### config.mk
export PLATFORM = sky130hd
export DESIGN_NAME = power_monitor_conversion_sequencer
export DESIGN_NICKNAME = d
export VERILOG_FILES = /design/src/monitor_pkg.sv /design/src/power_monitor_conversion_sequencer.sv
export SDC_FILE = /design/constraint.sdc
export NUM_CORES = 2
export LEC_CHECK = 0
export BUFFER_PORTS_ARGS = -buffer_cell sky130_fd_sc_hd__buf_2
export CORE_MARGIN = 2
export CORE_UTILIZATION = 37
export CTS_CLUSTER_DIAMETER = 100
export DETAILED_ROUTE_END_ITERATION = 16
export PLACE_DENSITY_LB_ADDON = 0.2
export SYNTH_ARGS = -nofsm -noshare
export SYNTH_HDL_FRONTEND = slang
export SYNTH_SLANG_ARGS = --single-unit
### constraint.sdc
create_clock -name clock -period 17.78 [get_ports clock]
set_input_delay 1.778 -clock clock [delete_from_list [all_inputs] [get_ports clock]]
set_output_delay 1.778 -clock clock [all_outputs]
set_load 0.01 [all_outputs]
### src/monitor_pkg.sv
// constants and types for the power monitor conversion sequencer
package monitor_pkg;
  // ==========================================================
  // timing
  localparam int unsigned CLOCK_HZ = 100_000_000;
  localparam int unsigned RECOVERY_MS = 40;
  localparam longint unsigned RECOVERY_CYCLES_DEF = longint'(RECOVERY_MS) * CLOCK_HZ / 1000;
  // ==========================================================
  // register byte addresses
  localparam int ADDR_W = 8;
  localparam logic [7:0] ADDR_CONFIG = 8'h00;
  localparam logic [7:0] ADDR_SHUNT = 8'h04;
  localparam logic [7:0] ADDR_BUS = 8'h08;
  localparam logic [7:0] ADDR_CURRENT = 8'h0C;
  localparam logic [7:0] ADDR_POWER = 8'h10;
  localparam logic [7:0] ADDR_CALIB = 8'h14;
  localparam logic [7:0] ADDR_STATUS = 8'h18;
  // ==========================================================
  // config layout: mode, shunt time, bus time, averaging
  localparam int CFG_W = 12;
  localparam int CFG_MODE_LSB = 0;
  localparam int CFG_SCT_LSB = 3;
  localparam int CFG_BCT_LSB = 6;
  localparam int CFG_AVG_LSB = 9;
  localparam logic [11:0] CFG_RESET = 12'h127;
  localparam int MODE_SHUNT_BIT = 0;
  localparam int MODE_BUS_BIT = 1;
  localparam int MODE_CONT_BIT = 2;
  // ==========================================================
  // status bits
  localparam int STAT_READY = 0;
  localparam int STAT_BUSY = 1;
  localparam int STAT_RECOVER = 2;
  // ==========================================================
  // arithmetic
  localparam int DATA_W = 16;
  localparam int AVG_MAX_SHIFT = 10;
  localparam int ACC_W = DATA_W + AVG_MAX_SHIFT;
  localparam int CUR_SHIFT = 11;
  localparam int PWR_SHIFT = 13;
  localparam logic [1:0] HTRANS_NONSEQ_BIT = 2'h2;
  // ==========================================================
  // sequencer states
  typedef enum logic [2:0] {ST_IDLE, ST_RECOVER, ST_LAUNCH, ST_WAIT, ST_SAMPLE} seq_state_type;
  // averaging code to log2 of sample count
  function automatic logic [3:0] avg_shift(input logic [2:0] code);
    case (code)
      3'h0: avg_shift = 4'h0;
      3'h1: avg_shift = 4'h2;
      3'h2: avg_shift = 4'h4;
      3'h3: avg_shift = 4'h6;
      3'h4: avg_shift = 4'h7;
      3'h5: avg_shift = 4'h8;
      3'h6: avg_shift = 4'h9;
      default: avg_shift = 4'hA;
    endcase
  endfunction
endpackage

### src/power_monitor_conversion_sequencer.sv
// conversion sequencer with ahb-lite register slave
`timescale 1ns/10ps
module power_monitor_conversion_sequencer #(
  parameter longint unsigned RECOVERY_CYCLES = monitor_pkg::RECOVERY_CYCLES_DEF
) (
  input wire logic clock,
  input wire logic rst_n,
  input wire logic ce,
  input wire logic hsel,
  input wire logic [31:0] haddr,
  input wire logic [1:0] htrans,
  input wire logic hwrite,
  input wire logic [2:0] hsize,
  input wire logic [31:0] hwdata,
  input wire logic hready,
  output logic [31:0] hrdata,
  output logic hreadyout,
  output logic hresp,
  output logic conv_start,
  output logic conv_bus,
  output logic [2:0] conv_time,
  output logic front_end_on,
  input wire logic conv_done,
  input wire logic [monitor_pkg::DATA_W-1:0] conv_data
);
  import monitor_pkg::*;

  localparam int RW = $clog2(RECOVERY_CYCLES + 1);

  typedef struct packed {
    seq_state_type state;
    logic [CFG_W-1:0] cfg;
    logic [DATA_W-1:0] cal;
    logic [DATA_W-1:0] shunt_out;
    logic [DATA_W-1:0] bus_out;
    logic [DATA_W-1:0] cur_out;
    logic [DATA_W-1:0] pwr_out;
    logic ready;
    logic [ACC_W-1:0] acc_sh;
    logic [ACC_W-1:0] acc_bus;
    logic [ACC_W-1:0] acc_cur;
    logic [ACC_W-1:0] acc_pwr;
    logic [DATA_W-1:0] cur_last;
    logic [AVG_MAX_SHIFT:0] samples;
    logic [RW-1:0] rec_cnt;
    logic single;
    logic chan;
    logic start;
    logic done_s1;
    logic done_s2;
    logic done_s3;
    logic [DATA_W-1:0] data_s1;
    logic [DATA_W-1:0] data_s2;
    logic wr_pend;
    logic [ADDR_W-1:0] wr_addr;
    logic [31:0] rdata;
    logic rdy;
    logic [2:0] ctime;
    logic fe_on;
  } seq_struct_type;

  seq_struct_type s_ff;
  seq_struct_type nxt_s;

  logic [2:0] mode;
  logic shunt_en;
  logic bus_en;
  logic cont_en;
  logic pd;
  logic done_rise;
  logic access;
  logic rd_access;
  logic cfg_wr;
  logic stat_rd;
  logic publish;
  logic [2:0] new_mode;
  logic signed [2*DATA_W:0] cur_prod;
  logic signed [2*DATA_W:0] cur_sh;
  logic signed [2*DATA_W:0] pwr_prod;
  logic signed [2*DATA_W:0] pwr_sh;
  logic [DATA_W-1:0] cur_val;
  logic [DATA_W-1:0] pwr_val;
  logic [3:0] shift;
  logic [AVG_MAX_SHIFT:0] avg_count;
  logic [ACC_W-1:0] avg_sh;
  logic [ACC_W-1:0] avg_bus;
  logic [ACC_W-1:0] avg_cur;
  logic [ACC_W-1:0] avg_pwr;
  logic [31:0] rmux;

  // ==========================================================
  // decode
  assign mode = s_ff.cfg[CFG_MODE_LSB +: 3];
  assign shunt_en = mode[MODE_SHUNT_BIT];
  assign bus_en = mode[MODE_BUS_BIT];
  assign cont_en = mode[MODE_CONT_BIT];
  assign pd = !shunt_en && !bus_en;
  assign done_rise = s_ff.done_s2 && !s_ff.done_s3;
  assign access = hsel && hready && htrans[1];
  assign rd_access = access && !hwrite;
  assign cfg_wr = s_ff.wr_pend && (s_ff.wr_addr == ADDR_CONFIG);
  assign stat_rd = rd_access && (haddr[ADDR_W-1:0] == ADDR_STATUS);
  assign new_mode = hwdata[CFG_MODE_LSB +: 3];
  assign shift = avg_shift(s_ff.cfg[CFG_AVG_LSB +: 3]);
  assign avg_count = (AVG_MAX_SHIFT + 1)'(1) << shift;

  // ==========================================================
  // background math, same cycle as the sample
  always_comb begin
    cur_prod = $signed(s_ff.data_s2) * $signed({1'b0, s_ff.cal});
    cur_sh = cur_prod >>> CUR_SHIFT;
    cur_val = (s_ff.cal == '0) ? '0 : cur_sh[DATA_W-1:0];
    pwr_prod = $signed(s_ff.cur_last) * $signed({1'b0, s_ff.data_s2});
    pwr_sh = pwr_prod >>> PWR_SHIFT;
    pwr_val = (s_ff.cal == '0) ? '0 : pwr_sh[DATA_W-1:0];
    avg_sh = $signed(s_ff.acc_sh) >>> shift;
    avg_bus = s_ff.acc_bus >> shift;
    avg_cur = $signed(s_ff.acc_cur) >>> shift;
    avg_pwr = $signed(s_ff.acc_pwr) >>> shift;
  end

  // ==========================================================
  // read mux
  always_comb begin
    rmux = '0;
    case (haddr[ADDR_W-1:0])
      ADDR_CONFIG: rmux[CFG_W-1:0] = s_ff.cfg;
      ADDR_SHUNT: rmux[DATA_W-1:0] = s_ff.shunt_out;
      ADDR_BUS: rmux[DATA_W-1:0] = s_ff.bus_out;
      ADDR_CURRENT: rmux[DATA_W-1:0] = s_ff.cur_out;
      ADDR_POWER: rmux[DATA_W-1:0] = s_ff.pwr_out;
      ADDR_CALIB: rmux[DATA_W-1:0] = s_ff.cal;
      ADDR_STATUS: begin
        rmux[STAT_READY] = s_ff.ready;
        rmux[STAT_BUSY] = (s_ff.state != ST_IDLE);
        rmux[STAT_RECOVER] = (s_ff.state == ST_RECOVER);
      end
      default: rmux = '0;
    endcase
  end

  // ==========================================================
  // next state
  always_comb begin
    nxt_s = s_ff;
    publish = 1'b0;
    nxt_s.start = 1'b0;
    nxt_s.done_s1 = conv_done;
    nxt_s.done_s2 = s_ff.done_s1;
    nxt_s.done_s3 = s_ff.done_s2;
    nxt_s.data_s1 = conv_data;
    nxt_s.data_s2 = s_ff.data_s1;
    nxt_s.rdy = 1'b1;
    // bus address phase
    nxt_s.wr_pend = access && hwrite;
    nxt_s.wr_addr = haddr[ADDR_W-1:0];
    if (rd_access) begin
      nxt_s.rdata = rmux;
    end
    if (stat_rd) begin
      nxt_s.ready = 1'b0;
    end
    // sequencer
    case (s_ff.state)
      ST_IDLE: begin
        if (!pd && (cont_en || s_ff.single)) begin
          nxt_s.chan = !shunt_en;
          nxt_s.state = ST_LAUNCH;
        end
      end
      ST_RECOVER: begin
        if (s_ff.rec_cnt == '0) begin
          nxt_s.state = ST_IDLE;
        end else begin
          nxt_s.rec_cnt = s_ff.rec_cnt - RW'(1);
        end
      end
      ST_LAUNCH: begin
        nxt_s.start = 1'b1;
        nxt_s.state = ST_WAIT;
      end
      ST_WAIT: begin
        if (done_rise) begin
          if (!s_ff.chan) begin
            nxt_s.acc_sh = s_ff.acc_sh + ACC_W'($signed(s_ff.data_s2));
            nxt_s.acc_cur = s_ff.acc_cur + ACC_W'($signed(cur_val));
            nxt_s.cur_last = cur_val;
            if (bus_en) begin
              nxt_s.chan = 1'b1;
              nxt_s.state = ST_LAUNCH;
            end else begin
              nxt_s.state = ST_SAMPLE;
            end
          end else begin
            nxt_s.acc_bus = s_ff.acc_bus + ACC_W'(s_ff.data_s2);
            nxt_s.acc_pwr = s_ff.acc_pwr + ACC_W'($signed(pwr_val));
            nxt_s.state = ST_SAMPLE;
          end
        end
      end
      ST_SAMPLE: begin
        nxt_s.chan = !shunt_en;
        nxt_s.state = ST_LAUNCH;
        if (s_ff.samples + (AVG_MAX_SHIFT + 1)'(1) == avg_count) begin
          publish = 1'b1;
          nxt_s.samples = '0;
          nxt_s.acc_sh = '0;
          nxt_s.acc_bus = '0;
          nxt_s.acc_cur = '0;
          nxt_s.acc_pwr = '0;
          nxt_s.single = 1'b0;
          if (!cont_en) begin
            nxt_s.state = ST_IDLE;
          end
        end else begin
          nxt_s.samples = s_ff.samples + (AVG_MAX_SHIFT + 1)'(1);
        end
      end
      default: nxt_s.state = ST_IDLE;
    endcase
    // bus data phase, writable in any mode
    if (s_ff.wr_pend) begin
      if (s_ff.wr_addr == ADDR_CALIB) begin
        nxt_s.cal = hwdata[DATA_W-1:0];
      end
      if (cfg_wr) begin
        nxt_s.cfg = hwdata[CFG_W-1:0];
        nxt_s.samples = '0;
        nxt_s.acc_sh = '0;
        nxt_s.acc_bus = '0;
        nxt_s.acc_cur = '0;
        nxt_s.acc_pwr = '0;
        nxt_s.single = new_mode[MODE_SHUNT_BIT] || new_mode[MODE_BUS_BIT];
        nxt_s.state = ST_IDLE;
        nxt_s.start = 1'b0;
        if (nxt_s.single) begin
          nxt_s.ready = 1'b0;
          if (pd || s_ff.state == ST_RECOVER) begin
            nxt_s.state = ST_RECOVER;
            nxt_s.rec_cnt = RW'(RECOVERY_CYCLES);
          end
        end
      end
    end
    // completion: shunt and current outputs if shunt enabled, bus and power outputs if bus enabled, set beats clear
    if (publish) begin
      nxt_s.ready = 1'b1;
      if (shunt_en) begin
        nxt_s.shunt_out = avg_sh[DATA_W-1:0];
        nxt_s.cur_out = avg_cur[DATA_W-1:0];
      end
      if (bus_en) begin
        nxt_s.bus_out = avg_bus[DATA_W-1:0];
        nxt_s.pwr_out = avg_pwr[DATA_W-1:0];
      end
    end
    // link outputs registered from next channel and mode
    nxt_s.ctime = nxt_s.chan ? nxt_s.cfg[CFG_BCT_LSB +: 3] : nxt_s.cfg[CFG_SCT_LSB +: 3];
    nxt_s.fe_on = nxt_s.cfg[CFG_MODE_LSB + MODE_SHUNT_BIT] || nxt_s.cfg[CFG_MODE_LSB + MODE_BUS_BIT];
  end

  // ==========================================================
  // state register
  always_ff @(posedge clock) begin
    if (!rst_n) begin
      s_ff <= '0;
      s_ff.cfg <= CFG_RESET;
      s_ff.rdy <= 1'b1;
      s_ff.ctime <= CFG_RESET[CFG_SCT_LSB +: 3];
      s_ff.fe_on <= CFG_RESET[CFG_MODE_LSB + MODE_SHUNT_BIT] || CFG_RESET[CFG_MODE_LSB + MODE_BUS_BIT];
    end else if (ce) begin
      s_ff <= nxt_s;
    end
  end

  assign hrdata = s_ff.rdata;
  assign hreadyout = s_ff.rdy;
  assign hresp = 1'b0;
  assign conv_start = s_ff.start;
  assign conv_bus = s_ff.chan;
  assign conv_time = s_ff.ctime;
  assign front_end_on = s_ff.fe_on;
endmodule

==> results.yml <==
yosys:
  ys_warn_count: 0
  ys_seq_area_frac: 0.175
  synth_top_area_frac: 0.211
  ys_top_cells_by_count: "550 x nand2_1, 494 x inv_1, 382 x fa_1, 340 x nor2_1, 316 x dfxtp_1"
  yosys_most_used_dff: "dfxtp_1"
  netlist_instances: 4403
  synth-edff-count: 0
  postSynthAreaPerCell_um2: 8.23
  ys_types: 86
  netlist_area_mm2: 0.0362
  async_reset_ff_frac: 0
  synth_top_area_cell: "fa_1"
  ys_ff_latch: 316
  ys_top_cells_by_area: "fa_1 21%, dfxtp_1 17%, ha_1 9.2%, mux2i_1 6.5%, nand2_1 5.7%"
  synth_most_common_cell: "nand2_1"
sta:
  fmax_mhz: 97.5
  holdWs_ns: 0.456
  hold_viol: 0
  worst_slew_pin_slew_ns: 1.36
  tns_ns: 0
  min_period_ns: 10.25
  slew-limit-headroom: 0.0884
  final_max_slew_viol_count: 0
  fin_crit_sh: 0.577
  rsz0062_at_grt: "no"
  setup_violations: 0
  setup_slack_ns: 7.53
  clock_skew_ns: 0.0394
clocking:
  clk_path_buf_depth: 3
  postCtsSetupRepairBufs: 0
  cts.hold.buffers_added: 0
  clk_latency_ns: 0.60
  cts-root-buf: "clkbuf_16"
  clk_pin_slew_ns: 0.06
  cts_tree: "done"
  cts_resized: 0
  cts_buffers: 40
  clkSinkCount: 316
  htree_levels: 2
drt:
  drc: 0
  wirelength_um: 115000
  wl_per_cell_um: 20.4
  drt-initial-drc-count: 2143
  avgViaCountPerCell: 5.34
  ant_nets: 0
  dr.pass1.iters: 6
  vias: 30000
place:
  io_buffers: 69
  gp_congestion: 0.899
  pre_cts_slack_ns: 7.74
  hpwl_um: 84900
worst_setup_path:
  slowest_delay_ns: 1.09
  rrSetupSlack_ns: 7.53
  crit-reg2reg-capture: "s_ff[177]"
  endpoint_kind: "flop"
  cp.required_ns: 18.29
  critPathSlowestCell: "nor3_1"
  worstPathMaxFanout: 20
  crit_top_cell: "fa_1"
  crit_start: "s_ff[55]"
  crit_type: "flop to flop"
  r2r_start: "s_ff[55]"
  cp.arrival_ns: 10.77
  crit_path_start_kind: "flop"
  cp-endpoint: "s_ff[177]"
  reg2regPathDepth: 31
global_route:
  grt_pass1_vias: 29800
  grt_use_met3: 0.0258
  grt-ovfl-total: 0
  grt_pass1_wl_um: 179000
  top_usage_layer: "met2"
  grt_max_degree: 84
  use_met1: 0.316
  antenna_found_initial: 1
  grtUsageTotal: 0.231
  use_met2: 0.382
die:
  dieWidth_um: 317
  die-area_mm2: 0.100
  start_util: 0.374
  die_height_um: 317
  fp.coreArea_mm2: 0.0969
  io_pins: 132
  rows: 114
cells_and_area:
  fillers: 9867
  multi_input_area_mm2: 0.0268
  nets: 5047
  syn_to_final_growth_pct: 7.44
  seq_area_mm2: 0.00633
  drive_gt1_frac: 0.0632
  final_util: 0.402
run:
  cap_violations: 0
pwr:
  powerDensity_mw_per_mm2: 45.7
  ir_drop_v: 0.0000795
  p_leak_nw: 18.0
  finalPower_mw: 1.78
status:
  status: "completed"
hold_path:
  hold_class: "flop to flop"
-- cells in the final DEF, fill, tap and decap left out, types with 18 or more instances in the layout --
cell       instances
nand2_1          549
inv_1            494
fa_1             382
nor2_1           340
dfxtp_1          313
ha_1             265
a21oi_1          244
and2_1           244
mux2i_1          234
o21ai_0          158
buf_4             80
xnor2_1           74
buf_2             68
xor2_1            55
nor2b_1           55
nand3_1           52
nor3_1            50
a211oi_1          47
nand2b_1          45
o211ai_1          41
clkbuf_16         41
and3_1            40
a22oi_1           39
a21o_1            35
a221oi_1          25
a21boi_0          23
nand4_1           20
a31oi_1           19
conb_1            18
-- stage by stage --
| stage | std cells | area, um^2 |
|---|---|---|
| final | 5614 | 38900 |
| after global placement | 5542 | 37600 |
| after CTS | 5613 | 38900 |
| after floorplan | 4419 | 36300 |
| after detailed placement | 5542 | 37600 |
| after global routing | 5613 | 38900 |
-- how the worst min path moves through the flow --
stage                         start  cells past startpoint  slack, ns   endpoint
after floorplan           s_ff[294]                      2       0.43  s_ff[294]
after CTS                 s_ff[298]                      2       0.46  s_ff[298]
after global routing      s_ff[237]                      2       0.48  s_ff[237]
after detailed placement  s_ff[298]                      2       0.45  s_ff[298]
final                     s_ff[298]                      2       0.46  s_ff[298]
after global placement    s_ff[298]                      2       0.44  s_ff[298]
-- sequential cells by signal, indices dropped and copies added, names as in the netlist --
register	count
front_end_on	1
cont_en	1
conv_bus	1
s_ff	273
hrdata	16
conv_start	1
bus_en	1
conv_time	3
nxt_s	18
mode	1
-- worst max-delay path: cells and delay by family (launching register included) --
| kind | cells | cell delay (ns) |
|---|---|---|
| simple gates | 10 | 3.03 |
| buf+inv | 5 | 0.71 |
| mux | 1 | 0.32 |
| flops | 1 | 0.96 |
| compound gates | 7 | 1.85 |
| fa+ha+maj | 8 | 3.28 |
-- per-layer routing --
metal  wire length (um)  part of all wire
met3               5210             0.045
met5                 11          0.000096
met4               3520             0.031
met2              53300              0.46
met1              52600              0.46
-- report_power, final --
part / internal (mW) / total [mW] / switching [mW]
combinational: 0.0660 / 0.197 / 0.131
clock: 0.486 / 0.836 / 0.350
sequential: 0.727 / 0.746 / 0.0194
-- cell families after synthesis --
group,Yosys count,synth area share
and+or+nand+nor,1476,0.191
buffers and inverters,799,0.0871
AOI/OAI and AO/OA,781,0.141
adders and majority gates,647,0.303
DFF,316,0.175
muxes,252,0.0719
xor gates and xnor gates,130,0.0314
other,2,0.000207
-- cell type report --
cell class                 count  area share
tap                         1276      0.0410
multi-input combinational   3304       0.690
clock inverter                12     0.00412
sequential                   316       0.163
timing repair buffer         148      0.0242
inverter                     498      0.0482
antenna                        1   0.0000643
clock buffer                  59      0.0299
No activity file was read; power rests on OpenSTA's default activity.
